==> src/logic/reset_brownout_map.vh <==
/*
  Constants of the reset and brownout sequencer: timing counts, widths and
  the boot fetch address. Assumes inclusion by the design files only.
*/
`ifndef RESET_BROWNOUT_MAP_VH
`define RESET_BROWNOUT_MAP_VH

// Oscillator rate in kHz and the clock period that follows from it
`define RBC_OSC_KHZ        4000
`define RBC_CLK_MHZ        250
// Wake-up count in oscillator cycles after the oscillator runs
`define RBC_WAKE_CYCLES    16'h0100
`define RBC_WAKE_WIDTH     16
// Brownout hysteresis filter length in clock cycles
`define RBC_HYST_CYCLES    8'h10
`define RBC_HYST_WIDTH     8
// Boot fetch address after reset release
`define RBC_BOOT_ADDR      32'h0000_0000
// Reset state of the block's status outputs
`define RBC_RST_LOW        1'b0

`endif

==> src/logic/level_filter.v <==
/*
  Synchronises one asynchronous comparator level and applies hysteresis:
  the output changes only after the input has stood at the new level for
  a full count. Assumes one clock and an active-low asynchronous reset.
*/
`timescale 1ns/1ps
`include "reset_brownout_map.vh"

module level_filter #(
  parameter             CNT_W   = `RBC_HYST_WIDTH,
  parameter [CNT_W-1:0] HOLD    = `RBC_HYST_CYCLES,
  parameter             INIT    = 1'b1
) (
  input  wire clk,
  input  wire arst_n,
  input  wire rawIn,
  output wire filtOut
);

  reg             sync1_ff;
  reg             sync2_ff;
  reg             sync3_ff;
  reg             out_ff;
  reg [CNT_W-1:0] cnt_ff;
  reg [CNT_W-1:0] nxt_cnt;
  reg             nxt_out;

  // Three flops; a change counts once the second and third agree
  always @(posedge clk or negedge arst_n) begin
    if (!arst_n) begin
      sync1_ff <= INIT;
      sync2_ff <= INIT;
      sync3_ff <= INIT;
    end else begin
      sync1_ff <= rawIn;
      sync2_ff <= sync1_ff;
      sync3_ff <= sync2_ff;
    end
  end

  // Must hold for HOLD cycles, so a noisy threshold does not chatter
  always @* begin
    nxt_cnt = cnt_ff;
    nxt_out = out_ff;
    if ((sync2_ff != sync3_ff) || (sync3_ff == out_ff)) begin
      nxt_cnt = {CNT_W{1'b0}};
    end else if (cnt_ff == HOLD - 1'b1) begin
      nxt_out = sync3_ff;
      nxt_cnt = {CNT_W{1'b0}};
    end else begin
      nxt_cnt = cnt_ff + 1'b1;
    end
  end

  always @(posedge clk or negedge arst_n) begin
    if (!arst_n) begin
      cnt_ff <= {CNT_W{1'b0}};
      out_ff <= INIT;
    end else begin
      cnt_ff <= nxt_cnt;
      out_ff <= nxt_out;
    end
  end

  assign filtOut = out_ff;

endmodule

==> src/logic/reset_and_brownout_control.v <==
/*
  Reset and brownout sequencer: merges reset causes, runs the wake-up
  timer, drives the reset output pin, raises the brownout interrupt.
  Assumes clk is the internal RC oscillator rate and arst_n is the
  power-on detector output; all other inputs are asynchronous levels.
*/
// Behaviour
// - Pin reset, watchdog, power-on and brownout all merge into one chip reset.
// - Any reset cause drives the reset output pin low and restarts wake timer.
// - Internal reset holds until pin released, oscillator runs, count done, flash ready.
// - Reset output pin returns high after release; brownout waits for supply recovery.
// - After release the core fetches first from address zero.
// - All registers hold reset values when internal reset releases.
// - Brownout interrupt request raised while supply below 2.2 V.
// - Interrupt reaches core only if enabled; level always readable as status.
// - Chip reset asserted while supply below 1.85 V, protecting flash.
// - Brownout reset holds toward 1 V, then power-on reset takes over.
// - Both brownout thresholds are filtered with hysteresis against chatter.
// - After power-up the block runs from the 4 MHz internal RC oscillator.
`timescale 1ns/1ps
`include "reset_brownout_map.vh"

module reset_and_brownout_control #(
  parameter                 WAKE_W      = `RBC_WAKE_WIDTH,
  parameter [WAKE_W-1:0]    WAKE_CYCLES = `RBC_WAKE_CYCLES,
  parameter                 HYST_W      = `RBC_HYST_WIDTH,
  parameter [HYST_W-1:0]    HYST_CYCLES = `RBC_HYST_CYCLES
) (
  input  wire        clk,
  input  wire        arst_n,
  input  wire        extResetIn_n,
  input  wire        watchdogResetReq,
  input  wire        supplyAboveIrqTh,
  input  wire        supplyAboveRstTh,
  input  wire        oscRunning,
  input  wire        flashInitDone,
  input  wire        brownoutIrqEnable,
  output reg         flashInitStart,
  output reg         coreReset_n,
  output reg  [31:0] bootFetchAddr,
  output reg         resetOutPin,
  output reg         resetOutPinOe_n,
  output reg         brownoutIrqReq,
  output reg         brownoutStatus
);

  localparam [1:0] ST_HOLD  = 2'b00;
  localparam [1:0] ST_WAKE  = 2'b01;
  localparam [1:0] ST_FLASH = 2'b10;
  localparam [1:0] ST_RUN   = 2'b11;

  wire irqAbove;
  wire rstAbove;
  reg               extS1_ff;
  reg               extS2_ff;
  reg               extS3_ff;
  reg               extLvl_ff;
  reg               wdS1_ff;
  reg               wdS2_ff;
  reg               wdS3_ff;
  reg               wdLvl_ff;
  reg               oscS1_ff;
  reg               oscS2_ff;
  reg               oscS3_ff;
  reg               oscLvl_ff;
  reg               flS1_ff;
  reg               flS2_ff;
  reg               flS3_ff;
  reg               flLvl_ff;
  reg               enS1_ff;
  reg               enS2_ff;
  reg               enS3_ff;
  reg               enLvl_ff;
  reg  [1:0]        state_ff;
  reg  [1:0]        nxt_state;
  reg  [WAKE_W-1:0] wake_ff;
  reg  [WAKE_W-1:0] nxt_wake;
  reg               anyCause;

  // One state decode for the reset, reset pin and flash-start outputs, so they cannot drift apart
  function inState;
    input [1:0] st;
    input [1:0] code;
    begin
      inState = (st == code);
    end
  endfunction

  // Hysteresis filters for both brownout stages
  level_filter #(.CNT_W(HYST_W), .HOLD(HYST_CYCLES), .INIT(1'b0)) irqFilt (
    .clk    (clk),
    .arst_n (arst_n),
    .rawIn  (supplyAboveIrqTh),
    .filtOut(irqAbove)
  );

  level_filter #(.CNT_W(HYST_W), .HOLD(HYST_CYCLES), .INIT(1'b0)) rstFilt (
    .clk    (clk),
    .arst_n (arst_n),
    .rawIn  (supplyAboveRstTh),
    .filtOut(rstAbove)
  );

  // Three-stage sync; a level moves once stages two and three agree
  always @(posedge clk or negedge arst_n) begin
    if (!arst_n) begin
      {extS1_ff, extS2_ff, extS3_ff, extLvl_ff} <= 4'h0;
      {wdS1_ff, wdS2_ff, wdS3_ff, wdLvl_ff}     <= 4'h0;
      {oscS1_ff, oscS2_ff, oscS3_ff, oscLvl_ff} <= 4'h0;
      {flS1_ff, flS2_ff, flS3_ff, flLvl_ff}     <= 4'h0;
      {enS1_ff, enS2_ff, enS3_ff, enLvl_ff}     <= 4'h0;
    end else begin
      extS1_ff <= extResetIn_n;
      extS2_ff <= extS1_ff;
      extS3_ff <= extS2_ff;
      if (extS2_ff == extS3_ff) begin
        extLvl_ff <= extS3_ff;
      end
      wdS1_ff <= watchdogResetReq;
      wdS2_ff <= wdS1_ff;
      wdS3_ff <= wdS2_ff;
      if (wdS2_ff == wdS3_ff) begin
        wdLvl_ff <= wdS3_ff;
      end
      oscS1_ff <= oscRunning;
      oscS2_ff <= oscS1_ff;
      oscS3_ff <= oscS2_ff;
      if (oscS2_ff == oscS3_ff) begin
        oscLvl_ff <= oscS3_ff;
      end
      flS1_ff <= flashInitDone;
      flS2_ff <= flS1_ff;
      flS3_ff <= flS2_ff;
      if (flS2_ff == flS3_ff) begin
        flLvl_ff <= flS3_ff;
      end
      enS1_ff <= brownoutIrqEnable;
      enS2_ff <= enS1_ff;
      enS3_ff <= enS2_ff;
      if (enS2_ff == enS3_ff) begin
        enLvl_ff <= enS3_ff;
      end
    end
  end

  // Power-on below 1 V is arst_n itself; brownout covers the band above
  always @* begin
    anyCause = !extLvl_ff || wdLvl_ff || !rstAbove;
  end

  // Wake-up sequencer; clk is the RC oscillator, so counts are its cycles
  always @* begin
    nxt_state = state_ff;
    nxt_wake  = wake_ff;
    case (state_ff)
      ST_HOLD: begin
        nxt_wake = {WAKE_W{1'b0}};
        if (!anyCause && oscLvl_ff) begin
          nxt_state = ST_WAKE;
        end
      end
      ST_WAKE: begin
        if (wake_ff == WAKE_CYCLES - 1'b1) begin
          nxt_state = ST_FLASH;
        end else begin
          nxt_wake = wake_ff + 1'b1;
        end
      end
      ST_FLASH: begin
        if (flLvl_ff) begin
          nxt_state = ST_RUN;
        end
      end
      ST_RUN: begin
        nxt_state = ST_RUN;
      end
      default: begin
        nxt_state = ST_HOLD;
      end
    endcase
    // Any cause restarts the whole sequence, including a lost oscillator
    if (anyCause || !oscLvl_ff) begin
      nxt_state = ST_HOLD;
      nxt_wake  = {WAKE_W{1'b0}};
    end
  end

  always @(posedge clk or negedge arst_n) begin
    if (!arst_n) begin
      state_ff <= ST_HOLD;
      wake_ff  <= {WAKE_W{1'b0}};
    end else begin
      state_ff <= nxt_state;
      wake_ff  <= nxt_wake;
    end
  end

  // Outputs registered; reset output pin is driven, enable low
  always @(posedge clk or negedge arst_n) begin
    if (!arst_n) begin
      coreReset_n     <= `RBC_RST_LOW;
      resetOutPin     <= `RBC_RST_LOW;
      resetOutPinOe_n <= 1'b0;
      flashInitStart  <= `RBC_RST_LOW;
      bootFetchAddr   <= `RBC_BOOT_ADDR;
      brownoutIrqReq  <= `RBC_RST_LOW;
      brownoutStatus  <= `RBC_RST_LOW;
    end else begin
      coreReset_n     <= inState(nxt_state, ST_RUN);
      resetOutPin     <= inState(nxt_state, ST_RUN);
      resetOutPinOe_n <= 1'b0;
      flashInitStart  <= inState(nxt_state, ST_FLASH);
      bootFetchAddr   <= `RBC_BOOT_ADDR;
      brownoutStatus  <= !irqAbove;
      brownoutIrqReq  <= !irqAbove && enLvl_ff;
    end
  end

  // Peripherals share coreReset_n, so all registers reset together

endmodule

==> config.mk <==
export PLATFORM = sky130hd
export DESIGN_NAME = reset_and_brownout_control
export DESIGN_NICKNAME = d
export VERILOG_FILES = /design/src/logic/level_filter.v /design/src/logic/reset_and_brownout_control.v
export VERILOG_INCLUDE_DIRS = /design/src /design/src/logic
export SDC_FILE = /design/constraint.sdc
export NUM_CORES = 1
export LEC_CHECK = 0
export BUFFER_PORTS_ARGS = -buffer_cell sky130_fd_sc_hd__clkbuf_2
export CAP_MARGIN = 20
export CORE_ASPECT_RATIO = 0.6
export CORE_MARGIN = 10
export CORE_UTILIZATION = 45
export CTS_CLUSTER_SIZE = 12
export DETAILED_ROUTE_END_ITERATION = 10
export HOLD_SLACK_MARGIN = 0.05
export PLACE_DENSITY = 0.69
export SLEW_MARGIN = 20
export SYNTH_ARGS = -nofsm -noshare
export SYNTH_HDL_FRONTEND = slang
export SYNTH_SLANG_ARGS = --single-unit
==> constraint.sdc <==
create_clock -name clk -period 1.9 [get_ports clk]
set_input_delay 0.095 -clock clk [delete_from_list [all_inputs] [get_ports clk]]
set_output_delay 0.095 -clock clk [all_outputs]
set_load 0.005 [all_outputs]
==> impl_metrics.csv <==
group,metric,value,unit
worst_setup_path,critical_path.max_stage_delay,0.40,ns
drt,ant_nets,0,
pwr,max-vdd-ir-drop,0.7899,mV
clocking,cts.path.max_buffers,2,
worst_setup_path,cp_slowest_cell,"dfrtp_1",
pwr,p_leak,1.588,nW
outcome,outcome,"complete, no violations",
clocking,clock_latency,0.33,ns
logic_synthesis,ys.flop_type,"dfrtp_1",
sta,worst_pin_slew,0.5109,ns
sta,fin_tns_setup,0,ns
worst_setup_path,startpoint_type,"flop",
logic_synthesis,ys_seq_area_share,52.32,%
logic_synthesis,ys_ff_latch,66,
final_layout,n_antenna_cell,0,
placement,hpwlAfterDp,4.345,mm
logic_synthesis,synth_top_area_cell,"dfrtp_1",
global_route,grt_max_degree,51,
sta,drv_slew,0,
sta,grt_setup_unrepaired,"no",
die,die_h,84.88,um
drt,firstDrtPassIters,4,
logic_synthesis,synth_cell_type_count,52,
drt,routed-via-count,2118,
worst_setup_path,critPathKind,"flop to flop",
clocking,clock_sinks,66,
logic_synthesis,yosysWarnings,0,
final_layout,fill_cells,582,
drt,wl,6.153,mm
clocking,cts-buffers-inserted,9,
drt,vias_per_cell,5.153,
final_layout,nNetsFinal,331,
final_layout,final_cells,411,
die,core,6734,um2
worst_setup_path,critPathArrivalTime,2.01,ns
placement,place_inst,387,
die,die_w,128.1,um
worst_setup_path,crit_path_end_kind,"flop",
clocking,htreeDepth,3,
logic_synthesis,ys_top_cells_by_area,"dfrtp_1 52%, buf_4 8.3%, nand2_1 2.9%",
final_layout,final_cell_mix,"66 x dfrtp_1, 33 x conb_1, 24 x nand2_1, 23 x nor2_1, 15 x nand3_1",
sta,worst_slack,0.1615,ns
die,die_area,10880,um2
sta,period_share,91.50,%
logic_synthesis,synth_edf_count,0,
global_route,grt_overflow_total,0,
drt,drtIter0Drc,168,
placement,gp_congestion,0.9459,
clocking,clk_pin_slew_worst_paths,0.06,ns
worst_setup_path,worstPathRequired,2.17,ns
placement,portBuffers,13,
run,maxCapViolCount,0,
global_route,grt_pass1_vias,2064,
pwr,power_density,944.4,nW/um2
logic_synthesis,yosysTopAreaCellShare,52.32,%
sta,finalCriticalPeriod,1.739,ns
global_route,grt_pass1_wl,10.41,mm
logic_synthesis,syn-cell-area,3157,um2
sta,max_freq,575.2,MHz
final_layout,syn_to_final_growth,13.12,%
die,io_pins,47,
logic_synthesis,syn_area_per_cell,10.85,um2
hold_path,hp-class,"primary input to async pin",
drt,drc,0,
sta,final_hold_viol_count,0,
global_route,grtUsageTotal,12.07,%
global_route,antenna_found_initial,0,
clocking,cts_tree,"done",
sta,slew_headroom,65.63,%
sta,setup_viol_count_final,0,
worst_setup_path,path_max_fanout,9,
clocking,cts-root-buf,"clkbuf_16",
die,rows,23,
worst_setup_path,cp_cell_sequence,"ha_1, and4_2, nand4_2, a21oi_2, a22o_1",
logic_synthesis,ys_async_sr_fraction,100.0,%
die,initial_core_util,46.88,%
final_layout,drive_above_1_share,14.51,%
placement,pre_cts_slack,0.1876,ns
final_layout,layout_commonest_cell,"dfrtp_1",
drt,wl_per_cell,14.97,um
logic_synthesis,synthCells,291,
sta,fin_worst_skew,0.005398,ns
Yosys cell counts, types with 3 or more instances:
master / number
dfrtp_1: 66
buf_4: 35
nand2_1: 24
nor2_1: 23
nand3_1: 15
nand4_1: 10
nor3_1: 8
o21ai_0: 8
xor2_1: 8
a31oi_1: 6
and2_1: 6
nor4_1: 6
and3_1: 5
inv_1: 5
maj3_1: 5
xnor2_1: 5
clkbuf_8: 4
nand2b_1: 4
and4_1: 3
ha_1: 3
nand4b_1: 3
o22ai_1: 3
report_power, final:
group	switching (mW)	leakage (nW)	internal [mW]
clock network	0.630	0.161	1.16
logic	0.0678	0.574	0.0406
registers	0.0248	0.853	1.45
total	0.722	1.59	2.65
cell families (layout without fill, tap and decap cells):
logic type | count (synthesis) | count (layout) | share of synthesized area, %
muxes | 1 | 1 | 0.3171
and+or+nand+nor | 124 | 124 | 22.63
DFF | 66 | 66 | 52.32
adders and majority gates | 8 | 8 | 2.775
buffers and inverters | 47 | 48 | 11.53
other | 1 | 33 | 0.1188
xor gates and xnor gates | 13 | 13 | 3.607
AOI/OAI and AO/OA | 31 | 31 | 6.699
flip-flops by register name, indices dropped and copies added, names as in the netlist, 2 cells and up:
| signal | cells |
|---|---|
| wake_ff | 16 |
| irqFilt.cnt_ff | 8 |
| rstFilt.cnt_ff | 8 |
| state_ff | 2 |
final cells by class:
type	instances	area, um2	area share [%]
multi-input combinational	210	1261	35.32
inverter	5	18.77	0.5256
clock inverter	7	102.6	2.873
clock buffer	9	225.2	6.307
tap	87	108.9	3.048
sequential	66	1652	46.25
timing repair buffer	27	202.7	5.676
worst paths after layout:
check	from	depth (start not counted)	slack (ns)	endpoint
worst max-delay path	wake_ff[0]	5	0.16	wake_ff[12]
worst min-delay path	arst_n	2	0.25	irqFilt.cnt_ff[2]
worst max register to register	wake_ff[0]	5	0.16	wake_ff[12]
worst min register to register	enS1_ff	0	0.35	enS2_ff
max in group asynchronous	arst_n	3	1.03	wake_ff[7]
min in group clk	enS1_ff	0	0.35	enS2_ff
routing by layer:
| layer | global-route usage [%] | part of all wire (%) | vias up |
|---|---|---|---|
| met1 | 16.78 | 47 | 1003 |
| met4 | 5.193 | 1.3 | 0 |
| met5 | 0 | 0 | - |
| li1 | - | - | 1021 |
| met2 | 15.68 | 40 | 86 |
| met3 | 5.342 | 11 | 8 |
worst max-delay path, delay by kind of cell (launching register included):
| kind | cells | cell delay, ns |
|---|---|---|
| compound gates | 2 | 0.43 |
| fa+ha+maj | 1 | 0.26 |
| flops | 1 | 0.40 |
| simple gates | 2 | 0.59 |
stage by stage:
stage / hold WS (ns) / power, mW / util, % / instance area [um2]
6_report: 0.2534 / 3.373 / 53.03 / 3571
5_1_grt: 0.2875 / 3.514 / 53.03 / 3571
3_5_place_dp: 0.06348 / 1.594 / 46.97 / 3163
2_1_floorplan: -0.2006 / 1.586 / - / 3277
4_1_cts: 0.2407 / 3.425 / 53.03 / 3571
3_3_place_gp: 0.05214 / 1.591 / 46.97 / 3163
repair_timing:
item,in CTS,in global routing
resized for setup,0,0
setup buffers,0,0
hold buffers,8,0
endpoints found under the hold margin,23,0
No activity file was read; power rests on OpenSTA's default activity.
